--- src/uart_addr_defs.vh ---
// register offsets, field positions and reset values for the address filter and baud select block
`ifndef UART_ADDR_DEFS_VH
`define UART_ADDR_DEFS_VH

// register indices as printed; byte address is four times the index
`define IDX_UART0_OWN_ADDRESS 8'hA9
`define IDX_UART1_OWN_ADDRESS 8'hAA
`define IDX_UART0_ADDRESS_MASK 8'hB9
`define IDX_UART1_ADDRESS_MASK 8'hBA
`define IDX_CH0_CONTROL 8'hC0
`define IDX_CH1_CONTROL 8'hC1
`define IDX_CLK_SELECT 8'hC2
`define IDX_IRQ_STATUS 8'hC3
`define IDX_IRQ_ENABLE 8'hC4
`define IDX_IRQ_CLEAR 8'hC5
`define IDX_CLK_STATUS 8'hC6

// channel control fields
`define CTL_MODE_LSB 0
`define CTL_MODE_MSB 1
`define CTL_MPE_BIT 2
`define CTL_W 3

// clock select fields
`define SEL_TX_T2 0
`define SEL_RX_T2 1
`define SEL_CH0_TX_GEN 2
`define SEL_CH0_RX_GEN 3
`define SEL_CH1_TX_GEN 4
`define SEL_CH1_RX_GEN 5
`define SEL_W 6

// uart modes
`define MODE_SHIFT 2'h0
`define MODE_8BIT 2'h1
`define MODE_9BIT_FIXED 2'h2
`define MODE_9BIT_VAR 2'h3

// clock source codes on the status readback
`define SRC_TIMER1 2'h0
`define SRC_TIMER2 2'h1
`define SRC_INTGEN 2'h2

`define ADDR_RESET 8'h00
`define IRQ_W 2
`define PADDR_IDX_LSB 2
`define PADDR_IDX_MSB 9

`endif

--- src/uart_address_match_and_baud_select.v ---
// receive address filter and baud clock source selection for two uart channels
// Summary of operation
// - address filtering active exactly while the channel's multiprocessor enable is set and its mode is not shift mode 0
// - when filtering, receive flag and interrupt set only for a matching address frame
// - mode 1 filtering uses stop bit as ninth bit; flag needs match and valid stop
// - in shift-register mode 0 the multiprocessor enable has no effect
// - individual match compares received address to own address only where mask is 1
// - broadcast match compares against own OR mask; zero bits of that are ignored
// - either individual or broadcast match accepts the frame
// - reset clears own address and mask so every address matches
// - channel 0 tx clock: internal generator, else timer 2 if selected, else timer 1
// - channel 0 rx clock: internal generator, else timer 2 if selected, else timer 1
// - tx and rx sources are selected independently per channel
// - channel 1 tx: own generator select, else shared timer-2 tx select
// - channel 1 rx: own generator select, else shared timer-2 rx select
// - multiprocessor enable works in modes 2, 3 and optionally mode 1
`timescale 1ns/1ns
`default_nettype none
`include "uart_addr_defs.vh"

module uart_address_match_and_baud_select (
  input wire pclk,
  input wire presetn,
  input wire psel,
  input wire penable,
  input wire pwrite,
  input wire [31:0] paddr,
  input wire [31:0] pwdata,
  output reg [31:0] prdata,
  output reg pready,
  output reg pslverr,
  // received frame from each channel's shift logic, same clock
  input wire [1:0] rx_done,
  input wire [15:0] rx_data,
  input wire [1:0] rx_ninth,
  // baud ticks from timer 1, timer 2 and the two internal generators
  input wire timer1_tick,
  input wire timer2_tick,
  input wire [1:0] gen_tick,
  output reg [1:0] tx_bit_clk,
  output reg [1:0] rx_bit_clk,
  output reg [1:0] receive_flag,
  output reg irq
);

  reg [7:0] own_slave_address [0:1];
  reg [7:0] slave_address_mask [0:1];
  reg [`CTL_W-1:0] serial_control [0:1];
  reg [`SEL_W-1:0] clk_select;
  reg [`IRQ_W-1:0] irq_status;
  reg [`IRQ_W-1:0] irq_enable;
  reg [`IRQ_W-1:0] next_irq_status;
  reg [`IRQ_W-1:0] irq_clear;
  // one driver per bit: the generate loop assigns each channel's slice
  wire [`IRQ_W-1:0] accept;
  wire [1:0] tx_sel_tick;
  wire [1:0] rx_sel_tick;
  wire [7:0] idx = paddr[`PADDR_IDX_MSB:`PADDR_IDX_LSB];
  wire access = psel & penable;
  wire wr = access & pwrite;
  integer i;

  // chooses a source: internal generator wins, then timer 2, then timer 1
  function [1:0] pick_src;
    input gen_sel;
    input t2_sel;
    begin
      if (gen_sel) begin
        pick_src = `SRC_INTGEN;
      end else if (t2_sel) begin
        pick_src = `SRC_TIMER2;
      end else begin
        pick_src = `SRC_TIMER1;
      end
    end
  endfunction

  function tick_of;
    input [1:0] src;
    input g;
    input t1;
    input t2;
    begin
      case (src)
        `SRC_INTGEN: tick_of = g;
        `SRC_TIMER2: tick_of = t2;
        default: tick_of = t1;
      endcase
    end
  endfunction

  // masked compare; a zero mask bit is a don't-care in the individual match, a zero bit of own OR mask in the broadcast match
  function addr_match;
    input [7:0] rx;
    input [7:0] own;
    input [7:0] mask;
    reg [7:0] bcast;
    reg given_hit;
    reg bcast_hit;
    begin
      bcast = own | mask;
      given_hit = ((rx ^ own) & mask) == 8'h00;
      bcast_hit = ((rx ^ bcast) & bcast) == 8'h00;
      addr_match = given_hit | bcast_hit;
    end
  endfunction

  wire [1:0] src_tx [0:1];
  wire [1:0] src_rx [0:1];
  assign src_tx[0] = pick_src(clk_select[`SEL_CH0_TX_GEN], clk_select[`SEL_TX_T2]);
  assign src_rx[0] = pick_src(clk_select[`SEL_CH0_RX_GEN], clk_select[`SEL_RX_T2]);
  assign src_tx[1] = pick_src(clk_select[`SEL_CH1_TX_GEN], clk_select[`SEL_TX_T2]);
  assign src_rx[1] = pick_src(clk_select[`SEL_CH1_RX_GEN], clk_select[`SEL_RX_T2]);

  // per channel frame acceptance
  genvar c;
  generate
    for (c = 0; c < 2; c = c + 1) begin : chan
      wire [1:0] mode = serial_control[c][`CTL_MODE_MSB:`CTL_MODE_LSB];
      // mode 0 ignores the enable bit entirely
      wire filt = serial_control[c][`CTL_MPE_BIT] & (mode != `MODE_SHIFT);
      wire hit = addr_match(rx_data[c*8+7:c*8], own_slave_address[c], slave_address_mask[c]);
      // in mode 1 the ninth input carries the stop bit; in 2/3 the ninth data bit
      assign accept[c] = filt ? (rx_done[c] & rx_ninth[c] & hit) : rx_done[c];
      assign tx_sel_tick[c] = tick_of(src_tx[c], gen_tick[c], timer1_tick, timer2_tick);
      assign rx_sel_tick[c] = tick_of(src_rx[c], gen_tick[c], timer1_tick, timer2_tick);
    end
  endgenerate

  always @(posedge pclk or negedge presetn) begin
    if (!presetn) begin
      tx_bit_clk <= 2'b00;
      rx_bit_clk <= 2'b00;
    end else begin
      tx_bit_clk <= tx_sel_tick;
      rx_bit_clk <= rx_sel_tick;
    end
  end

  always @* begin
    irq_clear = {`IRQ_W{1'b0}};
    if (wr && idx == `IDX_IRQ_CLEAR) begin
      irq_clear = pwdata[`IRQ_W-1:0];
    end
    // a new frame in the clearing cycle wins over the clear
    next_irq_status = (irq_status & ~irq_clear) | accept;
  end

  always @(posedge pclk or negedge presetn) begin
    if (!presetn) begin
      for (i = 0; i < 2; i = i + 1) begin
        own_slave_address[i] <= `ADDR_RESET;
        slave_address_mask[i] <= `ADDR_RESET;
        serial_control[i] <= {`CTL_W{1'b0}};
      end
      clk_select <= {`SEL_W{1'b0}};
      irq_status <= {`IRQ_W{1'b0}};
      irq_enable <= {`IRQ_W{1'b0}};
      receive_flag <= 2'b00;
      irq <= 1'b0;
      prdata <= 32'h00000000;
      pready <= 1'b0;
      pslverr <= 1'b0;
    end else begin
      irq_status <= next_irq_status;
      receive_flag <= next_irq_status;
      irq <= |(next_irq_status & irq_enable);
      // answer in the cycle after the first access cycle; pready is a one-cycle pulse
      pready <= psel & penable & ~pready;
      pslverr <= 1'b0;
      prdata <= 32'h00000000;
      if (psel && penable && !pready) begin
        case (idx)
          `IDX_UART0_OWN_ADDRESS: begin
            if (pwrite) own_slave_address[0] <= pwdata[7:0];
            prdata <= {24'h000000, own_slave_address[0]};
          end
          `IDX_UART1_OWN_ADDRESS: begin
            if (pwrite) own_slave_address[1] <= pwdata[7:0];
            prdata <= {24'h000000, own_slave_address[1]};
          end
          `IDX_UART0_ADDRESS_MASK: begin
            if (pwrite) slave_address_mask[0] <= pwdata[7:0];
            prdata <= {24'h000000, slave_address_mask[0]};
          end
          `IDX_UART1_ADDRESS_MASK: begin
            if (pwrite) slave_address_mask[1] <= pwdata[7:0];
            prdata <= {24'h000000, slave_address_mask[1]};
          end
          `IDX_CH0_CONTROL: begin
            if (pwrite) serial_control[0] <= pwdata[`CTL_W-1:0];
            prdata <= {29'h00000000, serial_control[0]};
          end
          `IDX_CH1_CONTROL: begin
            if (pwrite) serial_control[1] <= pwdata[`CTL_W-1:0];
            prdata <= {29'h00000000, serial_control[1]};
          end
          `IDX_CLK_SELECT: begin
            if (pwrite) clk_select <= pwdata[`SEL_W-1:0];
            prdata <= {26'h0000000, clk_select};
          end
          `IDX_IRQ_STATUS: begin
            prdata <= {30'h00000000, irq_status};
          end
          `IDX_IRQ_ENABLE: begin
            if (pwrite) irq_enable <= pwdata[`IRQ_W-1:0];
            prdata <= {30'h00000000, irq_enable};
          end
          `IDX_IRQ_CLEAR: begin
            prdata <= 32'h00000000;
          end
          `IDX_CLK_STATUS: begin
            prdata <= {24'h000000, src_rx[1], src_tx[1], src_rx[0], src_tx[0]};
          end
          default: begin
            // unmapped index: error answer, nothing stored
            pslverr <= 1'b1;
          end
        endcase
      end
    end
  end

endmodule
`default_nettype wire

--- config.mk ---
export PLATFORM = sky130hd
export DESIGN_NAME = uart_address_match_and_baud_select
export DESIGN_NICKNAME = d
export VERILOG_FILES = /design/src/uart_address_match_and_baud_select.v
export VERILOG_INCLUDE_DIRS = /design/src
export SDC_FILE = /design/constraint.sdc
export NUM_CORES = 1
export LEC_CHECK = 0
export ABC_AREA = 1
export BUFFER_PORTS_ARGS = -buffer_cell sky130_fd_sc_hd__clkbuf_2
export CORE_MARGIN = 2
export CORE_UTILIZATION = 50
export CTS_CLUSTER_SIZE = 12
export DETAILED_ROUTE_END_ITERATION = 16
export PLACE_DENSITY = 0.78
export SYNTH_ARGS = -nofsm -noshare
export SYNTH_HDL_FRONTEND = slang
export SYNTH_SLANG_ARGS = --single-unit
--- constraint.sdc ---
create_clock -name pclk -period 1.7 [get_ports pclk]
set_input_delay 0.085 -clock pclk [delete_from_list [all_inputs] [get_ports pclk]]
set_output_delay 0.085 -clock pclk [all_outputs]
set_load 0.1 [all_outputs]
==> results.py, run 1 <==
metrics = {
    "run_status": {
        "status": "finished, final reports clean",
    },
    "power_and_ir_drop": {
        "switching_share_pct": 30.9,
        "ir_worst_vdd_uv": 345,
        "power.leakage_nw": 2.23,
        "p_comb_share_pct": 16.7,
        "p_int_w": 0.00227,
        "power.net_switching_w": 0.00102,
        "clockPowerShare_pct": 36.5,
        "p_per_area_nw_per_um2": 779,
        "seqPwrFrac_pct": 46.8,
    },
    "global_routing": {
        "grt_pass1_wl_um": 13700,
        "grt_usage_pct": 23.0,
        "overflow": 0,
        "grt_start_max_net_pins": 64,
        "antenna_found_initial": 0,
        "grt_pass1_vias": 2949,
    },
    "timing": {
        "worst_pin_slew_ns": 0.541,
        "fmax_mhz": 681,
        "fin_ws_ns": 0.231,
        "rsz0062_at_grt": "no",
        "post-route-min-period_ns": 1.47,
        "drv_slew": 0,
        "holdWs_ns": 0.0215,
        "finalSetupViolCount": 0,
        "hold_violations": 0,
        "relSlewSlack_pct": 64.1,
        "clock_skew_ns": 0.00856,
        "fin_crit_sh_pct": 86.4,
        "setup-tns-final_ns": 0,
    },
    "placement": {
        "place_congestion": 0.895,
        "pre_cts_ws_ns": 0.0726,
        "portBuffers": 61,
        "place_inst": 649,
        "dpl.hpwl_um": 6480,
    },
    "floorplanning": {
        "start_util_pct": 50.9,
        "fp.dieW_um": 89.4,
        "rows": 31,
        "die_y_um": 89.4,
        "ioPinCount": 134,
        "coreArea_um2": 7180,
        "die_area_um2": 8000,
    },
    "finish": {
        "final_common_cell": "nand2_1",
        "multi_input_area_um2": 1690,
        "area_delta_synth_final_pct": 15.5,
        "nets": 660,
        "antenna_cells": 0,
        "nFillCells": 669,
        "mostFrequentLayoutCells": "nand2_1 (158), dfrtp_1 (62), inv_1 (61), clkbuf_2 (61), o21ai_0 (51)",
        "drive_gt1_share_pct": 18.9,
        "layout.cells.non_filler": 671,
        "seq_area_um2": 1580,
    },
    "route": {
        "drt_wl_total_um": 8550,
        "postRouteAntennaNets": 0,
        "drt-initial-drc-count": 372,
        "route.detailed.drc": 0,
        "routedWlPerCell_um": 12.7,
        "via_per_inst": 4.99,
        "first_pass_iters": 5,
        "dr_total_vias": 3349,
    },
    "yosys": {
        "synth_edf_count": 0,
        "ys_types": 26,
        "async_flop_share_pct": 100,
        "yosysSeqAreaShare_pct": 43.2,
        "synth_top_cell_by_area": "dfrtp_1",
        "postSynthCellCount": 493,
        "ys_seq_elements": 63,
        "dominantRegCellSynth": "dfrtp_1",
        "synth.area.top_cells": "dfrtp_1 (43%), nand2_1 (16%), o21ai_0 (7.0%), inv_1 (6.3%), buf_4 (5.3%)",
        "avgSynthCellArea_um2": 7.40,
        "syn_area_um2": 3650,
        "synth_top_area_share_pct": 43.2,
        "synth_warnings": 0,
    },
    "clocking": {
        "cts_sinks": 63,
        "cts_setup_buffers": 0,
        "htreeDepth": 3,
        "cts_tree": "yes",
        "root_buffer": "clkbuf_8",
        "cts-buffers-inserted": 9,
        "cts.clk_slew.worst_paths_ns": 0.07,
        "clk_latency_ns": 0.35,
        "ctsLongestPathBuffers": 2,
    },
    "job": {
        "max_cap_viol_count": 0,
    },
    "worst_hold_path": {
        "hp-class": "in -> reg",
        "whs_path_depth": 3,
    },
    "setup_path": {
        "worstPathRequired_ns": 1.92,
        "path_class": "reg -> reg",
        "cp_max_fo": 16,
        "startpoint_type": "register",
        "path_cells": "nor2_2, inv_2, nor2_8, nand3_2, nand2_1, o21ai_1",
        "critPathMaxStageDelay_ns": 0.41,
        "cp.arrival_ns": 1.69,
        "cp_slowest_cell": "dfrtp_2",
        "r2r_cells": 6,
        "endpoint_kind": "register",
    },
}
## state kept, by name, indices dropped and copies added, names as in the netlist
name	count
chan.mode	4
prdata	8
clk_select	6
serial_control	2
pready	1
irq_status	2
tx_bit_clk	2
pslverr	1
irq_enable	2
rx_bit_clk	2
own_slave_address	16
slave_address_mask	16
irq	1
## cell usage after synthesis, types with 3 or more instances
cell,count
nand2_1,158
dfrtp_1,63
inv_1,61
o21ai_0,51
nor2_1,34
buf_4,26
nand3_1,26
o21ai_2,16
o22ai_1,9
o21ai_1,8
nor3_1,7
a21oi_1,6
nand4_1,6
buf_2,3
## through the flow
step	area, µm²	total power [W]	util, %
floorplan	3740	0.00201	-
global placement	3980	0.00209	55.4
detailed placement	3980	0.00210	55.4
CTS	4220	0.00330	58.8
global route	4220	0.00342	58.8
finish	4220	0.00329	58.8
## worst paths after layout
check | from | endpoint | slack (ns)
max | pready$_DFF_PN0_ | own_slave_address[10]$_DFFE_PN0P_ | 0.23
min | rx_done[0] | irq_status[0]$_DFF_PN0_ | 0.02
max reg2reg | pready$_DFF_PN0_ | own_slave_address[10]$_DFFE_PN0P_ | 0.23
min reg2reg | clk_select[2]$_DFFE_PN0P_ | clk_select[2]$_DFFE_PN0P_ | 0.49
max in group asynchronous | presetn | pready$_DFF_PN0_ | 1.08
min in group asynchronous | presetn | irq_enable[1]$_DFFE_PN0P_ | 0.33
## timing repair
item / 4_1_cts / 5_1_grt
hold endpoints to repair: 68 / 0
resized for setup: 0 / 0
hold buffers: 6 / 0
## cells by family (layout without fill, tap and decap cells)
logic type	count (synthesis)	after routing	synth area share, %
AOI/OAI and AO/OA	90	90	14.3
buffers and inverters	93	149	12.8
other	1	24	0.103
DFF	63	63	43.2
and+or+nand+nor	246	246	29.7
## final cells by class
cell class	count	share of cell area, %
multi-input cells	360	40.2
clock buffers	16	4.27
well taps	99	2.94
inverters	62	5.52
repair buffers	71	9.67
flip-flops and latches	63	37.4
## metal layers
metal  global-route usage, %  share of wire [%]  vias up
met1                    30.4                 44     1526
met4                    8.01                1.6        0
met3                    4.89                5.5       12
met5                       0                  0        -
met2                    37.4                 49      126
li1                        -                  -     1685
## power by group through the flow
stage	registers [W]	logic (W)	clock network (W)
4_1_cts	0.00154	0.000551	0.00121
6_report	0.00154	0.000550	0.00120
3_3_place_gp	0.00156	0.000531	0
5_1_grt	0.00154	0.000593	0.00129
3_5_place_dp	0.00156	0.000539	0
2_1_floorplan	0.00162	0.000385	0
## worst max-delay path, delay by kind of cell, from the launching register on
kind,cells,cell delay (ns)
AND/OR/NAND/NOR,4,0.75
flip-flops,1,0.41
buffers and inverters,1,0.11
AO/OA/AOI/OAI,1,0.07
Note: power is estimated with default switching activity, not from simulation.
==> run 2: changes to the inputs <==
--- a/config.mk
+++ b/config.mk
@@ -13,6 +13,7 @@
 export CTS_CLUSTER_SIZE = 12
 export DETAILED_ROUTE_END_ITERATION = 16
 export PLACE_DENSITY = 0.78
+export RECOVER_POWER = 100
 export SYNTH_ARGS = -nofsm -noshare
 export SYNTH_HDL_FRONTEND = slang
 export SYNTH_SLANG_ARGS = --single-unit
==> run 2 against run 1 <==
  * Clock power barely moved
  * Sequential cell count did not move
  * Highest routed layer unchanged
  * Clock skew fell by 0.0019 ns
  * Sequential share of layout area rose by 0.59 points
  * Worst hold slack improved by 0.0038 ns
  * Clock-buffer cell count did not move
  * Via count fell by 0.21%
  * First-iteration DRC count rose by 8.6%
==> results.py, run 2 (synthesized netlist as in run 1, its figures left out) <==
metrics = {
    "finish": {
        "largestRegisters": "own_slave_address x16, slave_address_mask x16, prdata x8",
        "antenna_cells": 0,
        "multi_input_area_um2": 1640,
        "layout.cells.non_filler": 671,
        "mostFrequentLayoutCells": "nand2_1 (158), o21ai_0 (72), dfrtp_1 (62)",
        "nets": 660,
        "area_delta_synth_final_pct": 13.7,
        "drive_gt1_share_pct": 16.4,
        "seq_area_um2": 1580,
        "final_common_cell": "nand2_1",
        "nFillCells": 693,
    },
    "floorplanning": {
        "die_y_um": 89.4,
        "start_util_pct": 50.9,
        "die_area_um2": 8000,
        "rows": 31,
        "ioPinCount": 134,
        "coreArea_um2": 7180,
        "fp.dieW_um": 89.4,
    },
    "timing": {
        "relSlewSlack_pct": 44.2,
        "worst_pin_slew_ns": 0.838,
        "clock_skew_ns": 0.00664,
        "setup-tns-final_ns": 0,
        "fin_crit_sh_pct": 87.0,
        "rsz0062_at_grt": "no",
        "fmax_mhz": 676,
        "finalSetupViolCount": 0,
        "hold_violations": 0,
        "post-route-min-period_ns": 1.48,
        "drv_slew": 0,
    },
    "power_and_ir_drop": {
        "power.leakage_nw": 2.19,
        "p_per_area_nw_per_um2": 788,
        "ir_worst_vdd_uv": 342,
    },
    "worst_hold_path": {
        "hp-class": "in -> reg",
        "whs_path_depth": 3,
        "min_delay_worst_endpoint": "irq_status[0]$_DFF_PN0_",
        "hp-start": "rx_done[0]",
    },
    "route": {
        "postRouteAntennaNets": 0,
        "drt-initial-drc-count": 404,
        "routedWlPerCell_um": 12.8,
        "first_pass_iters": 5,
        "drt_wl_total_um": 8570,
        "via_per_inst": 4.98,
        "route.detailed.drc": 0,
        "dr_total_vias": 3342,
    },
    "job": {
        "max_cap_viol_count": 0,
    },
    "clocking": {
        "cts-buffers-inserted": 9,
        "cts_setup_buffers": 0,
        "cts_tree": "yes",
        "root_buffer": "clkbuf_8",
        "clk_latency_ns": 0.35,
        "cts.clk_slew.worst_paths_ns": 0.07,
        "ctsLongestPathBuffers": 2,
        "htreeDepth": 3,
        "cts_sinks": 63,
    },
    "setup_path": {
        "r2r_cells": 5,
        "path_class": "reg -> reg",
        "cp.arrival_ns": 1.73,
        "startpoint_type": "register",
        "r2r_setup_slack_ns": 0.22,
        "reg2reg_from": "pready$_DFF_PN0_",
        "endpoint_kind": "register",
        "r2r-end": "own_slave_address[11]$_DFFE_PN0P_",
        "cp_max_fo": 16,
        "worstPathRequired_ns": 1.95,
    },
    "global_routing": {
        "grtUsageMet1_pct": 30.4,
        "grt_pass1_vias": 2949,
        "use_met3_pct": 4.89,
        "overflow": 0,
        "grt_usage_pct": 23.0,
        "grt_pass1_wl_um": 13700,
        "busiest_layer": "met2",
        "grt_start_max_net_pins": 64,
        "grt_util_met2_pct": 37.4,
        "antenna_found_initial": 0,
    },
    "run_status": {
        "status": "finished, final reports clean",
    },
    "placement": {
        "portBuffers": 61,
        "dpl.hpwl_um": 6480,
        "place_inst": 649,
        "place_congestion": 0.895,
    },
}
[run 2: cell count changes in the layout (fill, tap and decap cells not counted), sizes merged]
| cell | previous run | this run |
|---|---|---|
| buf | 4 | 3 |
| clkbuf | 77 | 78 |
[run 2: worst max path at each step]
stage | start | endpoint | cells after the start
after floorplan | pready$_DFF_PN0_ | own_slave_address[12]$_DFFE_PN0P_ | 7
after global placement | paddr[7] | slave_address_mask[1]$_DFFE_PN0P_ | 7
after detailed placement | paddr[7] | slave_address_mask[2]$_DFFE_PN0P_ | 7
after CTS | pready$_DFF_PN0_ | slave_address_mask[2]$_DFFE_PN0P_ | 7
after global routing | penable | own_slave_address[8]$_DFFE_PN0P_ | 9
final | pready$_DFF_PN0_ | own_slave_address[11]$_DFFE_PN0P_ | 5
[run 2: power by group]
part	total [W]	switching [W]	internal [W]
logic	0.000539	0.000446	0.0000923
clock network	0.00120	0.000544	0.000652
registers	0.00154	0.0000161	0.00152
total	0.00327	0.00101	0.00227
[run 2: through the flow]
stage	utilization, %	worst slack, ns	hold WS, ns	instance area, µm²	total power (W)
6_report	57.9	0.221	0.0253	4150	0.00327
5_1_grt	57.9	0.0634	0.0374	4150	0.00341
4_1_cts	58.8	0.225	0.0124	4220	0.00330
3_5_place_dp	55.4	0.0726	0.136	3980	0.00210
3_3_place_gp	55.4	0.172	0.120	3980	0.00209
2_1_floorplan	-	0.0731	-0.211	3740	0.00201
[run 2: final cells by class]
cell class | instances | share of cell area (%)
Multi-Input combinational cell | 360 | 39.5
Sequential cell | 63 | 38.0
Timing Repair Buffer | 71 | 9.52
Inverter | 62 | 5.61
Clock buffer | 16 | 4.34
Tap cell | 99 | 2.98
[run 2: per-layer routing]
layer  vias to the layer above  wire (µm)
li1                       1678          -
met5                         -          0
met2                       130       4160
met1                      1522       3800
met4                         0        138
met3                        12        472
[run 2: timing repair]
action,4_1_cts,5_1_grt
resized for setup,0,0
hold endpoints to repair,68,0
hold buffers,6,0
[run 2: worst max-delay path, cell delays in order (launching register included)]
cell	delay, ns
dfrtp_2	0.41
nor2_2	0.18
inv_2	0.11
nor2_8	0.12
nand3_2	0.27
o21ai_0	0.29
